## config.mk

```make
export PLATFORM = sky130hd
export DESIGN_NAME = irc_top
export DESIGN_NICKNAME = d
export VERILOG_FILES = /design/src/pkg/irc_pkg.sv /design/src/irc_rx_filter.sv /design/src/irc_top.sv
export VERILOG_INCLUDE_DIRS = /design/src /design/src/pkg
export SDC_FILE = /design/constraint.sdc
export NUM_CORES = 1
export LEC_CHECK = 0
export ABC_CLOCK_PERIOD_IN_PS = 1190
export BUFFER_PORTS_ARGS = -buffer_cell sky130_fd_sc_hd__buf_2
export CAP_MARGIN = 40
export CORE_UTILIZATION = 49
export CTS_CLUSTER_DIAMETER = 30
export DETAILED_ROUTE_END_ITERATION = 10
export PLACE_DENSITY = 0.71
export SLEW_MARGIN = 40
export SYNTH_ARGS = -nofsm -noshare
export SYNTH_HDL_FRONTEND = slang
export SYNTH_SLANG_ARGS = --single-unit
```

## constraint.sdc

```tcl
create_clock -name mclk -period 1.19 [get_ports mclk]
set_input_delay 0 -clock mclk [delete_from_list [all_inputs] [get_ports mclk]]
set_output_delay 0 -clock mclk [all_outputs]
set_load 0.01 [all_outputs]
```

## src/pkg/irc_defs.svh

```systemverilog
/*
  Constants of the infrared codec control block: register offsets,
  reset value, write mask, bit-cell timing and pulse-filter figures.
  Assumes it is included by bare name from the design files.
*/
`ifndef IRC_DEFS_SVH
`define IRC_DEFS_SVH

// ==========================================================
// register map
`define IRC_CTL_OFS 16'h00BF
`define IRC_STAT_OFS 16'h00C0
`define IRC_CTL_RST 8'h00
`define IRC_CTL_WMASK 8'hF7

// ==========================================================
// bit cell, in baud ticks
`define IRC_BIT_TICKS 5'h10
`define IRC_PHASE_LAST 4'hF
`define IRC_PULSE_FIRST 4'h7
`define IRC_PULSE_LAST 4'h9

// ==========================================================
// receive pulse filter
`define IRC_WIDE_LIMIT 3'h5
`define IRC_CNT_LOW 2'h3

`endif

```

## src/pkg/irc_pkg.sv

```systemverilog
/*
  Types of the infrared codec control block.
  Assumes nothing beyond a SystemVerilog compiler.
*/
`default_nettype none

package irc_pkg;

  // ==========================================================
  // control register layout
  typedef struct packed {
    logic [3:0] min_pulse;
    logic reserved;
    logic loopback;
    logic infrared_receive_gate;
    logic codec_master_enable;
  } irc_ctl_type;

  // status register layout
  typedef struct packed {
    logic [4:0] zero;
    logic rx_busy;
    logic rxd_level;
    logic tx_level;
  } irc_stat_type;

  // register port request
  typedef struct packed {
    logic [15:0] addr;
    logic [7:0] wdata;
    logic wr;
    logic rd;
  } irc_bus_req_type;

  // receive filter states
  typedef enum logic {IRC_RX_IDLE, IRC_RX_LOW} irc_rx_state_type;

endpackage

`default_nettype wire

```

## src/irc_rx_filter.sv

```systemverilog
/*
  Receive pulse filter and decoder: measures low pulses on the
  selected infrared input, rejects narrow and wide ones, and drives
  one bit period of low on the serial receive output per good pulse.
  Assumes rx_level and baud_tick are synchronous to mclk.
*/
`default_nettype none
`include "irc_defs.svh"

module irc_rx_filter
  import irc_pkg::*;
(
  input wire logic mclk,
  input wire logic rst_n,
  input wire logic enable,
  input wire logic [3:0] min_pulse,
  input wire logic baud_tick,
  input wire logic rx_level,
  output logic rxd_out,
  output logic busy,
  output logic accept
);

  irc_rx_state_type st_q, st_d; // pulse measuring state
  logic [5:0] cnt_q, cnt_d; // narrow-pulse down-counter
  logic [2:0] wide_q, wide_d; // baud ticks seen while low
  logic [4:0] drv_q, drv_d; // ticks left of low output
  logic rxd_q, rxd_d; // serial receive output
  logic [5:0] run_q, run_d; // low length, checking only
  logic rx_low; // pulse present

  // counter load: field on top, fixed three below
  function automatic logic [5:0] load_value(input logic [3:0] f);
    load_value = {f, `IRC_CNT_LOW};
  endfunction

  assign rx_low = ~rx_level;
  assign rxd_out = rxd_q;
  assign busy = (st_q == IRC_RX_LOW);

  // ==========================================================
  // next state of the filter
  always_comb begin
    st_d = st_q;
    cnt_d = cnt_q;
    wide_d = wide_q;
    drv_d = drv_q;
    accept = 1'b0;
    run_d = run_q;
    if (!enable) begin
      // gated off: input ignored, output idle
      st_d = IRC_RX_IDLE;
      cnt_d = 6'h00;
      wide_d = 3'h0;
      drv_d = 5'h00;
      run_d = 6'h00;
    end else begin
      case (st_q)
        IRC_RX_IDLE: begin
          if (rx_low) begin
            st_d = IRC_RX_LOW;
            cnt_d = load_value(min_pulse);
            wide_d = {2'h0, baud_tick};
            run_d = 6'h01;
          end
        end
        IRC_RX_LOW: begin
          if (rx_low) begin
            if (cnt_q != 6'h00) begin
              cnt_d = 6'(cnt_q - 6'h01);
            end
            if (baud_tick && wide_q <= `IRC_WIDE_LIMIT) begin
              wide_d = 3'(wide_q + 3'h1); // saturates one above limit
            end
            if (run_q != 6'h3F) begin
              run_d = 6'(run_q + 6'h01);
            end
          end else begin
            st_d = IRC_RX_IDLE;
            // zero field: no minimum width, else full count
            // too many baud ticks always rejects
            accept = (min_pulse == 4'h0 || cnt_q <= 6'h01)
                     && wide_q <= `IRC_WIDE_LIMIT;
          end
        end
        default: begin
          st_d = IRC_RX_IDLE;
        end
      endcase
      // good pulse: one full bit cell of low on the output
      if (accept) begin
        drv_d = `IRC_BIT_TICKS;
      end else if (baud_tick && drv_q != 5'h00) begin
        drv_d = 5'(drv_q - 5'h01);
      end
    end
    rxd_d = (drv_d == 5'h00);
  end

  // registers of the filter
  always_ff @(posedge mclk or negedge rst_n) begin
    if (!rst_n) begin
      st_q <= IRC_RX_IDLE;
      cnt_q <= 6'h00;
      wide_q <= 3'h0;
      drv_q <= 5'h00;
      rxd_q <= 1'b1;
      run_q <= 6'h00;
    end else begin
      st_q <= st_d;
      cnt_q <= cnt_d;
      wide_q <= wide_d;
      drv_q <= drv_d;
      rxd_q <= rxd_d;
      run_q <= run_d;
    end
  end
endmodule

`default_nettype wire

```

## src/irc_top.sv

```systemverilog
/*
  Infrared codec control: control and status registers, bit encoder,
  loopback routing and the receive filter between a UART and an
  infrared transceiver.
  Assumes baud_tick is a one-cycle pulse per baud clock (16 per bit)
  from the UART generator, that UART bits start on the tick that
  wraps the phase counter, and all inputs but arst_n are synchronous to mclk.
  Limitations: the encoder phase runs free while the codec is on, so
  the UART has to share its tick grid; nothing in hardware stops
  transmit and receive from running together on the half-duplex
  link, software has to keep them apart.
*/
// What this block does
// - zero field skips the minimum-width check
// - nonzero field loads counter as field then three
// - accept only pulses of at least field*4+3 clocks
// - loopback routes inverted transmit into receive
// - receive gate passes decoded data, else ignored
// - zero bit: seven low, three high, six low
// - pulses over five baud ticks always rejected
// - high line is one; pulse gives low bit
`default_nettype none
`include "irc_defs.svh"

module irc_top
  import irc_pkg::*;
(
  input wire logic mclk,
  input wire logic arst_n,
  input wire irc_bus_req_type bus_req,
  output logic [7:0] bus_rdata,
  input wire logic baud_tick,
  input wire logic uart_txd,
  output logic uart_rxd,
  output logic infrared_transmit_out,
  input wire logic infrared_receive_in
);

  // ==========================================================
  // reset release

  logic rst_meta_q; // first stage, read only by second
  logic rst_n; // released reset for the block

  // two-stage release of the asynchronous reset
  // reset falls at once; its rise waits two edges against metastability
  always_ff @(posedge mclk or negedge arst_n) begin
    if (!arst_n) begin
      rst_meta_q <= 1'b0;
      rst_n <= 1'b0;
    end else begin
      rst_meta_q <= 1'b1;
      rst_n <= rst_meta_q;
    end
  end

  // ==========================================================
  // register port

  irc_ctl_type ctl_q, ctl_d; // control register
  logic [7:0] rdata_q, rdata_d; // read data, one cycle late
  irc_stat_type stat; // live status view
  logic rx_busy; // filter is measuring a pulse
  logic rxd_level; // filter output level

  // address compare shared by read and write decode
  function automatic logic hit(input logic [15:0] a,
                               input logic [15:0] ofs);
    hit = (a == ofs);
  endfunction

  // status gathers the block's own levels
  always_comb begin
    stat = '0;
    stat.rx_busy = rx_busy;
    stat.rxd_level = rxd_level;
    stat.tx_level = infrared_transmit_out;
  end

  // write decode and read mux
  always_comb begin
    ctl_d = ctl_q;
    rdata_d = 8'h00;
    // write: reserved bit dropped by the mask
    if (bus_req.wr && hit(bus_req.addr, `IRC_CTL_OFS)) begin
      ctl_d = irc_ctl_type'(bus_req.wdata & `IRC_CTL_WMASK);
    end
    // read: data stands only in the following cycle
    if (bus_req.rd) begin
      if (hit(bus_req.addr, `IRC_CTL_OFS)) begin
        rdata_d = ctl_q;
      end else if (hit(bus_req.addr, `IRC_STAT_OFS)) begin
        rdata_d = stat;
      end else begin
        rdata_d = 8'h00; // unmapped reads zero
      end
    end
  end

  // register port flops
  always_ff @(posedge mclk or negedge rst_n) begin
    if (!rst_n) begin
      ctl_q <= irc_ctl_type'(`IRC_CTL_RST);
      rdata_q <= 8'h00;
    end else begin
      ctl_q <= ctl_d;
      rdata_q <= rdata_d;
    end
  end

  assign bus_rdata = rdata_q;

  // ==========================================================
  // transmit encoder

  logic [3:0] phase_q, phase_d; // baud tick within the bit cell
  logic bit_q, bit_d; // bit being sent, idle is one
  logic tx_q, tx_d; // infrared transmit level

  // pulse window of a zero bit: ticks seven to nine
  function automatic logic in_pulse(input logic [3:0] ph);
    in_pulse = (ph >= `IRC_PULSE_FIRST) && (ph <= `IRC_PULSE_LAST);
  endfunction

  // phase, bit capture and pulse shaping
  always_comb begin
    phase_d = phase_q;
    bit_d = bit_q;
    if (!ctl_q.codec_master_enable) begin
      // codec off: no encoding, line held low
      phase_d = 4'h0;
      bit_d = 1'b1;
    end else if (baud_tick) begin
      phase_d = 4'(phase_q + 4'h1);
      // new bit taken as the cell wraps
      if (phase_q == `IRC_PHASE_LAST) begin
        bit_d = uart_txd;
      end
    end
    // one stays low; zero pulses high in its window
    tx_d = ctl_q.codec_master_enable && !bit_d && in_pulse(phase_d);
  end

  // encoder flops
  always_ff @(posedge mclk or negedge rst_n) begin
    if (!rst_n) begin
      phase_q <= 4'h0;
      bit_q <= 1'b1;
      tx_q <= 1'b0;
    end else begin
      phase_q <= phase_d;
      bit_q <= bit_d;
      tx_q <= tx_d;
    end
  end

  assign infrared_transmit_out = tx_q;

  // ==========================================================
  // receive path

  logic rx_src; // selected receive level
  logic rx_enable; // filter runs only with both enables
  logic rx_accept; // good pulse seen, one cycle

  // loopback takes the inverted transmit level
  assign rx_src = ctl_q.loopback ? ~tx_q : infrared_receive_in;

  // decoding needs master enable and receive gate
  assign rx_enable = ctl_q.codec_master_enable
                     && ctl_q.infrared_receive_gate;

  // filter and decoder
  irc_rx_filter u_filter (
    .mclk(mclk),
    .rst_n(rst_n),
    .enable(rx_enable),
    .min_pulse(ctl_q.min_pulse),
    .baud_tick(baud_tick),
    .rx_level(rx_src),
    .rxd_out(rxd_level),
    .busy(rx_busy),
    .accept(rx_accept)
  );

  // gated off the output idles high
  assign uart_rxd = rxd_level;

  // ==========================================================
  // check helper: baud ticks seen while a pulse is high

  logic [2:0] hi_ticks_q, hi_ticks_d; // ticks inside the current pulse

  // counts ticks of one pulse; cleared while the line is low
  always_comb begin
    hi_ticks_d = 3'h0;
    if (tx_q) begin
      hi_ticks_d = hi_ticks_q;
      // saturates so a stuck line cannot wrap back to a good count
      if (baud_tick && hi_ticks_q != 3'h7) begin
        hi_ticks_d = 3'(hi_ticks_q + 3'h1);
      end
    end
  end

  // helper flop
  always_ff @(posedge mclk or negedge rst_n) begin
    if (!rst_n) begin
      hi_ticks_q <= 3'h0;
    end else begin
      hi_ticks_q <= hi_ticks_d;
    end
  end
endmodule

`default_nettype wire

```

## Yosys cells after proc, flatten, opt, wreduce, memory -nomap -nowiden

Index checks and enable logic that the tools add are counted.

| word-level totals | value |
|---|---|
| output and inout port bits | 10 |
| register bits after elaboration | 39 |
| logic and storage cells | 75 |

| operators by class | value |
|---|---|
| add/subtract/negate cells | 4 |
| bitwise logic cells | 2 |
| equal/unequal tests | 7 |
| reductions and logical operators | 16 |
| mux-type cells | 27 |
| magnitude comparators | 4 |

Operators with widths:

| operator | count |
|---|---|
| equality test 16 x 8 -> 1 bit, second input constant | 2 |
| 2-to-1 mux 6 bit | 4 |
| 2-to-1 mux 8 bit | 2 |
| 2-to-1 mux 3 bit | 5 |
| 2-to-1 mux 5 bit | 3 |
| inequality test 3 bit, second input constant | 4 |
| case mux 6 bit (2 select lines) | 1 |
| 2-to-1 mux 1 bit | 9 |
| logical AND 1 bit | 8 |
| 2-to-1 mux 4 bit | 2 |
| less-or-equal comparator 6 x 1 -> 1 bit, second input constant | 1 |
| case mux 3 bit (2 select lines) | 1 |
| AND reduction 3 bit | 2 |
| nonzero test 6 bit | 1 |
| subtractor 6 x 1 -> 6 bit, second input constant | 1 |
| logical NOT 5 bit | 1 |
| nonzero test 5 bit | 1 |
| subtractor 5 x 1 -> 5 bit, second input constant | 1 |
| adder 4 x 1 -> 4 bit, second input constant | 1 |
| equality test 4 bit, second input constant | 1 |
| >= comparator 4 x 3 -> 1 bit, second input constant | 1 |
| less-or-equal comparator 4 bit, second input constant | 1 |
| logical NOT 4 bit | 1 |
| adder 3 x 1 -> 3 bit, second input constant | 1 |
| other kinds (4) | 5 |

## Depth between registers and ports, before layout

Gate-level depths: netlist of the first run.

| logic depth | value |
|---|---|
| depth in word-level cells | 9 |
| gate-level depth with buffers | 6 |
| mapped depth without buffers | 6 |

## By module

Synthesis of the first run repeated with hierarchy kept, for this count alone.

| unflattened totals | value |
|---|---|
| cell total of the unflattened synthesis | 193 |
| area, all modules | 2058.2 µm² |

Modules (own cells, without submodules):

| module | area each (µm²) | cells each | seq. area each (µm²) | times used |
|---|---|---|---|---|
| irc_rx_filter | 1077.3 | 116 | 401.6 | 1 |
| irc_top | 980.9 | 77 | 551.8 | 1 |

## Worst setup path after synthesis of the first run

OpenSTA, ideal clock, no wires.

| timing path | value |
|---|---|
| path type | reg-to-reg |
| start | register u_filter.drv_q[0] |
| end | register u_filter.rxd_q (netlist: u_filter.rxd_out) |
| clock period less this slack | 1.613 ns |
| cell stages (with the launch flop) | 7 |
| slack | -0.423 ns |
| arrival time | 1.518 ns |
| cells stage by stage | dfrtp_1 -> inv_1 -> ha_1 -> or3b_4 -> o221a_2 -> o21ai_2 -> a221oi_2 |

| on the way | value |
|---|---|
| word-level cells in the longest chain between the ends | 6 |
| elaborated cells on any way between the ends | 7 |
| those cells by class | add/sub (1); mux (3); reduce/logical (3) |

RTL lines:

| what | line | source |
|---|---|---|
| start, declared | irc_rx_filter.sv:27 | `logic [4:0] drv_q, drv_d;` |
| start signal, assigned | irc_rx_filter.sv:113 | `drv_q <= drv_d;` |
| parallel branches: the longest is 2 deep, another holds subtractor 5 x 1 -> 5 bit | - |  |
| 2-to-1 mux 5 bit (*) | irc_rx_filter.sv:93 | `end else if (baud_tick && drv_q != 5'h00) begin` |
| 2-to-1 mux 5 bit (*) | irc_rx_filter.sv:91 | `if (accept) begin` |
| 2-to-1 mux 5 bit (*) | irc_rx_filter.sv:50 | `if (!enable) begin` |
| logical NOT 5 bit (*) | irc_rx_filter.sv:97 | `rxd_d = (drv_d == 5'h00);` |
| named net u_filter.rxd_d | irc_rx_filter.sv:28 | `logic rxd_q, rxd_d;` |
| end signal, assigned | irc_rx_filter.sv:114 | `rxd_q <= rxd_d;` |
| end, declared | irc_rx_filter.sv:28 |  |

Mark *: on every way through the listed nets, which the timed path passes.
A chain may end at the register's enable or synchronous reset.

## Worst setup path in the final report of the first run

Same ends and word-level chain as after synthesis.

==> run_results.csv, run 1 <==
group,metric,value,unit
clocking,tritoncts_clock_tree,"built",
setup_path,crit_path_start_kind,"register",
power,power_per_cell_area,847,nW/um^2
final_layout,final_layout_size_suffix_gt1_frac,0.568,
setup_path,timing.critical_path.fanout_max,4,
clocking,insertion_delay_of_the_later_clocked_pin_in_the_worst_skew_pair,0.30,ns
setup_path,reg2reg_depth,6,
floorplan,coreArea,4060,sq um
timing,finClkSkew,0.0130,ns
global_route,gr_util_all_layers,0.285,
routing,avgViaCountPerCell,5.58,
placement,place.gp.congestion,0.854,
timing,max_clock_freq,0.621,GHz
timing,hold_viol,0,
power,vdd.ir_drop.worst,0.000917,V
final_layout,areaGrowthSynthToFinish,58.8,%
final_layout,post_layout_nonfiller_instances,365,
floorplan,initial_utilization,0.520,
clocking,htreeDepth,2,
routing,post_drt_wl_per_cell,16.7,um
synth,syn_area_per_cell,10.4,sq um
global_route,grt_first_pass_wirelength,9390,um
routing,drtAntennaViolNets,0,
setup_path,timing.rr.end,"u_filter.rxd_out",
setup_path,critPathCaptureType,"register",
floorplan,area_of_the_die,4570,sq um
setup_path,critical_path.startpoint,"u_filter.drv_q[0]",
final_layout,fill_cell_total_of_the_finished_layout,226,
floorplan,placement_rows,23,
floorplan,number_of_i_o_pins,41,
power,p_leak,1.54,nW
power,totalPowerFinal,0.00283,W
synth,postSynthNetCount,241,
synth,synth_top_family_by_area,"simple AND/OR/NAND/NOR gates",
routing,drt-pass1-iter-count,4,
final_layout,fin_nets,352,
global_route,grt_pass1_vias,2138,
placement,detailedPlacementHpwl,3800,um
outcome,failing_checks,"negative setup slack",
global_route,overflow_left_after_global_routing,0,
clocking,clk_transition_reported_paths,0.08,ns
synth,syn-instance-count,203,
run,drv.max_cap_violation_count,0,
synth,synth_flop_cell,"dfrtp_1",
routing,drtIter0Drc,63,
timing,max_transition_viols_final,0,
setup_path,critical_path_arrival,1.82,ns
synth,yosys_register_bits,38,
setup_path,rrSetupSlack,-0.42,ns
final_layout,n_antenna_cell,0,
timing,setup_viol_count_final,16,
routing,routed-via-count,2037,
timing,period_utilization,1.35,
synth,post_synth_edffs,0,
min_path,min-delay-path-class,"in2async",
synth,synthArstFlopShare,1.00,
synth,synthSimpleGateAreaFrac,0.233,
synth,synthXorXnorAreaFrac,0.0166,
synth,synth-compound-area-share,0.161,
global_route,initial_antenna_violation_count,0,
placement,placed_cells_incl_taps,337,
synth,yosys_warnings,0,
clocking,cts.sink_count,38,
floorplan,die_h,67.6,um
setup_path,critPathKind,"reg2reg",
timing,hold_slack,0.0289,ns
synth,netlist-cell-type-count,57,
clocking,cts-root-to-sink-buffers,2,
clocking,cts-root-buf,"clkbuf_8",
synth,mappedNetlistArea,2110,sq um
synth,synth-seq-area-share,0.452,
timing,period_needed,1.61,ns
outcome,run_status,"finished, violations left",
global_route,grt_max_degree,37,
floorplan,die-width,67.6,um
timing,setup_ws,-0.419,ns
timing,grt_setup_unrepaired,"yes",
placement,io_buffers,38,
routing,route.final.wire_length,6090,um
synth,synth_adder_area_share,0.0415,
setup_path,critPathRequiredTime,1.40,ns
synth,synth.mux.area_fraction,0.0516,
clocking,cts_buffers,5,
placement,detailedPlace.worstSlack,-0.421,ns
setup_path,regToRegStartpoint,"u_filter.drv_q[0]",
setup_path,setup.worst_path.end,"u_filter.rxd_out",
routing,detail_route.drc_violations,0,
-- power by group --
| group | internal, W | switching [W] | total [W] |
|---|---|---|---|
| clock network | 0.000840 | 0.000497 | 0.00134 |
| logic | 0.000104 | 0.0000975 | 0.000201 |
| registers | 0.00129 | 0.00000210 | 0.00130 |
| total | 0.00224 | 0.000597 | 0.00283 |
-- metal layers --
| layer | vias up | GRT usage | share of wire | routed length [um] |
|---|---|---|---|---|
| li1 | 968 | - | - | - |
| met1 | 1000 | 0.300 | 0.40 | 2440 |
| met2 | 45 | 0.520 | 0.54 | 3270 |
| met3 | 24 | 0.0659 | 0.028 | 173 |
| met4 | 0 | 0.152 | 0.036 | 219 |
| met5 | - | 0 | 0 | 0 |
-- logic make-up after synthesis --
kind of cell,count (synthesis)
buf+inv,15
other cells,2
simple gates,81
compound gates,46
flops,38
fa+ha+maj,7
mux,10
xor+xnor,4
-- placed cells by master (no fill, tap or decap), types with 3 or more instances in the layout --
cell           count
ha_4               4
clkbuf_8           5
o21ai_2            4
nor2b_1            4
and2_1             5
nand3_1            7
dfrtp_1           35
o211ai_1           4
a21oi_2            6
nor4_4             3
nand2_1           10
buf_6              7
a21oi_1            7
buf_2             38
and2_4             3
nor2_1            16
o31ai_2            4
mux2_2             7
dlygate4sd3_1      9
buf_4             56
inv_2              4
a22o_1             3
nor2_2             3
mux2i_1            3
nor3_1             6
-- synth_stat cells (3+ instances only) --
cell | count | area, sq um
nand2_1 | 10 | 37.5
ha_1 | 7 | 87.6
nor3_1 | 6 | 30.0
and3_1 | 3 | 18.8
nor2b_1 | 4 | 25.0
nor4_1 | 3 | 18.8
o2111ai_1 | 3 | 26.3
inv_1 | 7 | 26.3
and2_1 | 7 | 43.8
mux2i_1 | 3 | 30.0
nand3_1 | 9 | 45.0
o21ai_0 | 3 | 15.0
a22o_1 | 3 | 26.3
nor2_1 | 19 | 71.3
mux2_2 | 7 | 78.8
buf_6 | 3 | 33.8
o31ai_1 | 6 | 45.0
dfrtp_1 | 36 | 901
a21oi_1 | 13 | 65.1
o211ai_1 | 4 | 30.0
-- metrics by stage --
stage	utilization	instance area (sq um)	setup TNS [ns]
2_1_floorplan	-	2190	-2.97
3_3_place_gp	0.690	2800	-4.29
3_5_place_dp	0.690	2800	-4.81
4_1_cts	0.799	3240	-3.91
5_1_grt	0.825	3350	-5.43
6_report	0.825	3350	-4.40
-- state kept, by name, summed over array words and instances (netlist names) --
register and flops:
phase_q 4, ctl_q 7, bus_rdata 7, u_filter.busy 1, rst_meta_q 1, infrared_transmit_out 1
u_filter.drv_q 5, u_filter.rxd_out 1, bit_q 1, rst_n 1, u_filter.cnt_q 6, u_filter.wide_q 3
-- critical path, cell delays in order (launching register included) --
cell	delay, ns
dfrtp_1	0.39
inv_2	0.10
ha_4	0.14
or3b_4	0.41
o21ai_4	0.17
a21oi_2	0.08
a221oi_2	0.22
-- worst min-delay path by stage --
| stage | from | to | depth (start not counted) | slack (ns) |
|---|---|---|---|---|
| floorplan | arst_n | rst_meta_q | 0 | -0.30 |
| global placement | arst_n | rst_meta_q | 1 | -0.22 |
| global route | arst_n | rst_n | 2 | 0.04 |
| detailed placement | arst_n | rst_meta_q | 1 | -0.21 |
| finish | arst_n | rst_n | 2 | 0.03 |
| CTS | arst_n | rst_n | 2 | 0.004 |
-- cell type report --
| class | instances | area (sq um) | area share |
|---|---|---|---|
| clock buffer | 5 | 68.8 | 0.0206 |
| clock inverter | 3 | 68.8 | 0.0206 |
| inverter | 7 | 30.0 | 0.00897 |
| multi-input combinational | 150 | 1340 | 0.401 |
| sequential | 38 | 955 | 0.285 |
| tap | 50 | 62.6 | 0.0187 |
| timing repair buffer | 112 | 820 | 0.245 |
-- timing repair --
item / 4_1_cts / 5_1_grt
pin swaps: 18 / 9
endpoints found under the hold margin: 10 / 0
cloned: 0 / 0
setup endpoints to repair: 16 / 18
buffers inserted: 8 / 3
resized for setup: 34 / 17
hold buffers: 9 / 0
Note: power is estimated with default switching activity, not from simulation.
==> run 2: changes to the inputs <==
CELL_PAD_IN_SITES_DETAIL_PLACEMENT = 0   (was default)
CELL_PAD_IN_SITES_GLOBAL_PLACEMENT = 1   (was default)
CORE_UTILIZATION = 38   (was 49)
==> run_results.csv, run 2 (synthesis gave the netlist of run 1 again) <==
group,metric,value,unit
floorplan,coreArea,5240,sq um
timing,hold_slack,0.0218,ns
final_layout,n_antenna_cell,0,
clocking,cts_buffers,5,
clocking,tritoncts_clock_tree,"built",
setup_path,rrSetupSlack,-0.43,ns
timing,setup_ws,-0.432,ns
clocking,insertion_delay_of_the_later_clocked_pin_in_the_worst_skew_pair,0.29,ns
final_layout,multi_input_area,1320,sq um
placement,detailedPlacementHpwl,3830,um
min_path,min-delay-path-class,"in2async",
setup_path,regToRegStartpoint,"u_filter.drv_q[1]",
global_route,gr_util_all_layers,0.197,
power,vdd.ir_drop.worst,0.000558,V
final_layout,layout_commonest_cell,"buf_4",
global_route,grt_first_pass_wirelength,9140,um
setup_path,reg2reg_depth,6,
final_layout,final_layout_size_suffix_gt1_frac,0.556,
timing,finClkSkew,0.00764,ns
setup_path,critPathKind,"reg2reg",
routing,detail_route.drc_violations,0,
power,power_per_cell_area,846,nW/um^2
global_route,overflow_left_after_global_routing,0,
final_layout,areaGrowthSynthToFinish,60.4,%
setup_path,timing.critical_path.fanout_max,4,
timing,timing.setup.tns,-4.76,ns
floorplan,die_h,76.5,um
global_route,initial_antenna_violation_count,0,
setup_path,critPathRequiredTime,1.40,ns
floorplan,number_of_i_o_pins,41,
global_route,grt_max_degree,29,
outcome,run_status,"finished, violations left",
final_layout,storage_cell_area,955,sq um
final_layout,fill_cell_total_of_the_finished_layout,429,
timing,grt_setup_unrepaired,"yes",
global_route,grt_pass1_vias,2001,
power,p_leak,1.56,nW
routing,drt-pass1-iter-count,4,
placement,place.gp.congestion,0.804,
clocking,cts-root-buf,"clkbuf_8",
final_layout,fin_nets,357,
floorplan,area_of_the_die,5850,sq um
power,totalPowerFinal,0.00286,W
routing,drtAntennaViolNets,0,
clocking,htreeDepth,2,
run,drv.max_cap_violation_count,0,
setup_path,critPathCaptureType,"register",
routing,route.final.wire_length,5440,um
setup_path,crit_path_start_kind,"register",
timing,period_needed,1.62,ns
floorplan,placement_rows,26,
timing,setup_viol_count_final,17,
floorplan,die-width,76.5,um
final_layout,most-common-layout-cells,"buf_4 (63), buf_2 (38), dfrtp_1 (35), nor2_1 (14), nand2_1 (10)",
floorplan,initial_utilization,0.403,
outcome,failing_checks,"negative setup slack",
timing,max_transition_viols_final,0,
routing,drtIter0Drc,139,
timing,period_utilization,1.36,
clocking,clk_transition_reported_paths,0.08,ns
routing,post_drt_wl_per_cell,14.0,um
clocking,cts.sink_count,38,
timing,max_clock_freq,0.617,GHz
clocking,cts-root-to-sink-buffers,2,
routing,routed-via-count,1990,
setup_path,timing.rr.end,"u_filter.rxd_out",
final_layout,postLayoutCoreUtil,0.645,
setup_path,critical_path_arrival,1.83,ns
timing,hold_viol,0,
placement,io_buffers,38,
routing,avgViaCountPerCell,5.10,
## run 2: routing by layer
metal | up-vias | wire length [um] | track usage
li1 | 978 | - | -
met1 | 940 | 2490 | 0.259
met2 | 66 | 2670 | 0.337
met3 | 6 | 228 | 0.0359
met4 | 0 | 49 | 0.0462
met5 | - | 0 | 0
## run 2: layout make-up
type / instances / share of cell area
multi-input cells: 150 / 0.389
clock inverters: 2 / 0.0178
flip-flops and latches: 38 / 0.282
inverters: 7 / 0.00888
repair buffers: 117 / 0.251
clock buffers: 6 / 0.0244
well taps: 70 / 0.0259
## run 2: worst max-delay path by stage
stage | from | end | slack (ns) | cells after the start
detailed placement | u_filter.drv_q[1] | u_filter.rxd_out | -0.42 | 6
global route | u_filter.drv_q[1] | u_filter.rxd_out | -0.51 | 6
CTS | u_filter.drv_q[1] | u_filter.rxd_out | -0.43 | 6
finish | u_filter.drv_q[1] | u_filter.rxd_out | -0.43 | 6
global placement | u_filter.drv_q[1] | u_filter.rxd_out | -0.36 | 6
floorplan | u_filter.drv_q[1] | u_filter.rxd_out | -0.38 | 6
## run 2: critical path, stage by stage (launching register included)
cell,delay (ns)
dfrtp_1,0.41
inv_2,0.09
ha_4,0.13
or3b_4,0.41
o21ai_4,0.21
a21oi_2,0.08
a221oi_2,0.21
## run 2: where the power goes
part | total, W | switching (W) | internal, W
logic | 0.000195 | 0.0000933 | 0.000101
registers | 0.00130 | 0.00000139 | 0.00129
clock network | 0.00137 | 0.000475 | 0.000894
total | 0.00286 | 0.000569 | 0.00229
## run 2: timing repair
action / CTS / global route
hold buffers: 9 / 0
setup endpoints to repair: 16 / 18
pin swaps: 14 / 14
hold endpoints to repair: 10 / 0
cloned: 0 / 0
resized for setup: 20 / 21
setup buffers: 5 / 8
## run 2: per-stage QoR
stage          cell area [sq um]  worst slack (ns)  instances
3_5_place_dp                2840            -0.423        360
4_1_cts                     3200            -0.428        382
2_1_floorplan               2190            -0.380        203
5_1_grt                     3380            -0.507        390
3_3_place_gp                2840            -0.363        360
6_report                    3380            -0.432        390
==> run 3: changes to the inputs <==
CAP_MARGIN = default   (was 40)
REMOVE_ABC_BUFFERS = 1   (was default)
SYNTH_HIERARCHICAL = 1   (was default)
==> run_results.csv, run 3 <==
group,metric,value,unit
global_route,gr_util_all_layers,0.177,
routing,routed-via-count,1831,
timing,period_needed,1.56,ns
timing,finClkSkew,0.00502,ns
floorplan,coreArea,5140,sq um
routing,post_drt_wl_per_cell,12.4,um
floorplan,area_of_the_die,5690,sq um
global_route,grt_max_degree,37,
final_layout,areaGrowthSynthToFinish,55.5,%
routing,drtAntennaViolNets,0,
global_route,initial_antenna_violation_count,0,
final_layout,final_layout_size_suffix_gt1_frac,0.525,
timing,timing.setup.tns,-3.70,ns
power,p_leak,1.60,nW
global_route,grt_first_pass_wirelength,7500,um
global_route,grt_pass1_vias,1748,
timing,setup_ws,-0.372,ns
timing,period_utilization,1.31,
setup_path,critPathCaptureType,"register",
power,vdd.ir_drop.worst,0.000421,V
final_layout,most-common-layout-cells,"buf_4 (55), buf_2 (38), dfrtp_1 (34), nand2_1 (14), nor2_1 (13)",
timing,max_clock_freq,0.640,GHz
clocking,cts_buffers,5,
clocking,cts-root-to-sink-buffers,2,
routing,detail_route.drc_violations,0,
final_layout,fill_cell_total_of_the_finished_layout,442,
final_layout,fin_nets,340,
run,drv.max_cap_violation_count,0,
routing,avgViaCountPerCell,4.91,
clocking,insertion_delay_of_the_later_clocked_pin_in_the_worst_skew_pair,0.29,ns
final_layout,n_antenna_cell,0,
final_layout,layout_commonest_cell,"buf_4",
timing,setup_viol_count_final,16,
min_path,min-delay-path-class,"in2async",
floorplan,initial_utilization,0.399,
setup_path,critPathRequiredTime,1.42,ns
setup_path,timing.critical_path.fanout_max,2,
synth,mappedNetlistArea,2050,sq um
synth,syn-instance-count,192,
synth,yosys_warnings,6,
placement,io_buffers,38,
floorplan,die_h,75.5,um
clocking,cts.sink_count,38,
timing,grt_setup_unrepaired,"yes",
placement,place.gp.congestion,0.823,
clocking,cts-root-buf,"clkbuf_8",
final_layout,multi_input_area,1250,sq um
placement,detailedPlace.worstSlack,-0.414,ns
outcome,run_status,"finished, violations left",
floorplan,die-width,75.5,um
routing,drt-pass1-iter-count,4,
timing,hold_slack,0.0154,ns
timing,max_transition_viols_final,0,
global_route,overflow_left_after_global_routing,0,
routing,route.final.wire_length,4640,um
floorplan,number_of_i_o_pins,41,
timing,hold_viol,0,
routing,drtIter0Drc,73,
clocking,htreeDepth,2,
outcome,failing_checks,"negative setup slack",
placement,detailedPlacementHpwl,3330,um
power,power_per_cell_area,756,nW/um^2
final_layout,storage_cell_area,956,sq um
setup_path,crit_path_start_kind,"register",
setup_path,critPathKind,"reg2reg",
setup_path,critical_path_arrival,1.79,ns
synth,syn_area_per_cell,10.7,sq um
floorplan,placement_rows,26,
clocking,tritoncts_clock_tree,"built",
clocking,clk_transition_reported_paths,0.08,ns
run 3: cell count changes in the layout (fill, tap and decap cells not counted), sizes merged, moves of 4 or more:
| cell | previous run | this run |
|---|---|---|
| buf | 108 | 99 |
| o31ai | 6 | 2 |
| mux2i | 3 | 7 |
| a22o | 3 | 9 |
| nand2 | 10 | 14 |
| a21oi | 14 | 5 |
| nor3 | 6 | 2 |
| nor2 | 19 | 15 |
run 3: metrics by stage:
stage / instance area (sq um) / instances / util / power (W)
finish: 3190 / 373 / 0.620 / 0.00241
global route: 3190 / 373 / 0.620 / 0.00254
CTS: 3110 / 371 / 0.605 / 0.00245
detailed placement: 2730 / 351 / 0.531 / 0.00146
global placement: 2730 / 351 / 0.531 / 0.00146
floorplan: 2020 / 187 / - / 0.00137
run 3: power breakdown:
part / total [W] / switching, W / internal (W)
combinational: 0.000182 / 0.0000776 / 0.000105
clock: 0.000932 / 0.000467 / 0.000466
sequential: 0.00130 / 0.00000208 / 0.00129
total: 0.00241 / 0.000546 / 0.00186
run 3: routing by layer:
layer,share of wire,GRT usage,up-vias
li1,-,-,909
met1,0.44,0.217,888
met2,0.51,0.307,28
met3,0.032,0.0476,6
met4,0.0088,0.0494,0
met5,0,0,-
run 3: worst max-delay path, cell delays in order, from the launching register on:
cell	delay, ns
dfrtp_1	0.38
ha_1	0.31
mux2i_1	0.14
nor2b_1	0.07
or4b_1	0.48
a21oi_2	0.12
run 3: final timing paths:
path                                 start               endpoint  cells after the start  slack [ns]
worst min register to register       rst_n      u_filter/cnt_q[1]                      1        0.24
worst max-delay path            phase_q[0]  infrared_transmit_out                      5       -0.37
min in group mclk                baud_tick             phase_q[1]                      3        0.14
worst max register to register  phase_q[0]  infrared_transmit_out                      5       -0.37
max in group asynchronous            rst_n                  bit_q                      1        0.71
worst min-delay path                arst_n             rst_meta_q                      2        0.02
run 3: final cells by class:
class                           count  area share
Clock buffer                        6      0.0259
Clock inverter                      2     0.00392
Inverter                            9      0.0106
Multi-Input combinational cell    140       0.391
Sequential cell                    38       0.300
Tap cell                           70      0.0275
Timing Repair Buffer              108       0.241
run 3: repair_timing:
| action | in CTS | in global routing |
|---|---|---|
| gates resized for setup | 39 | 17 |
| hold endpoints to repair | 11 | 0 |
| buffers inserted | 4 | 3 |
| endpoints found under the setup margin | 16 | 16 |
| hold buffers | 9 | 0 |
| pin swaps | 22 | 13 |
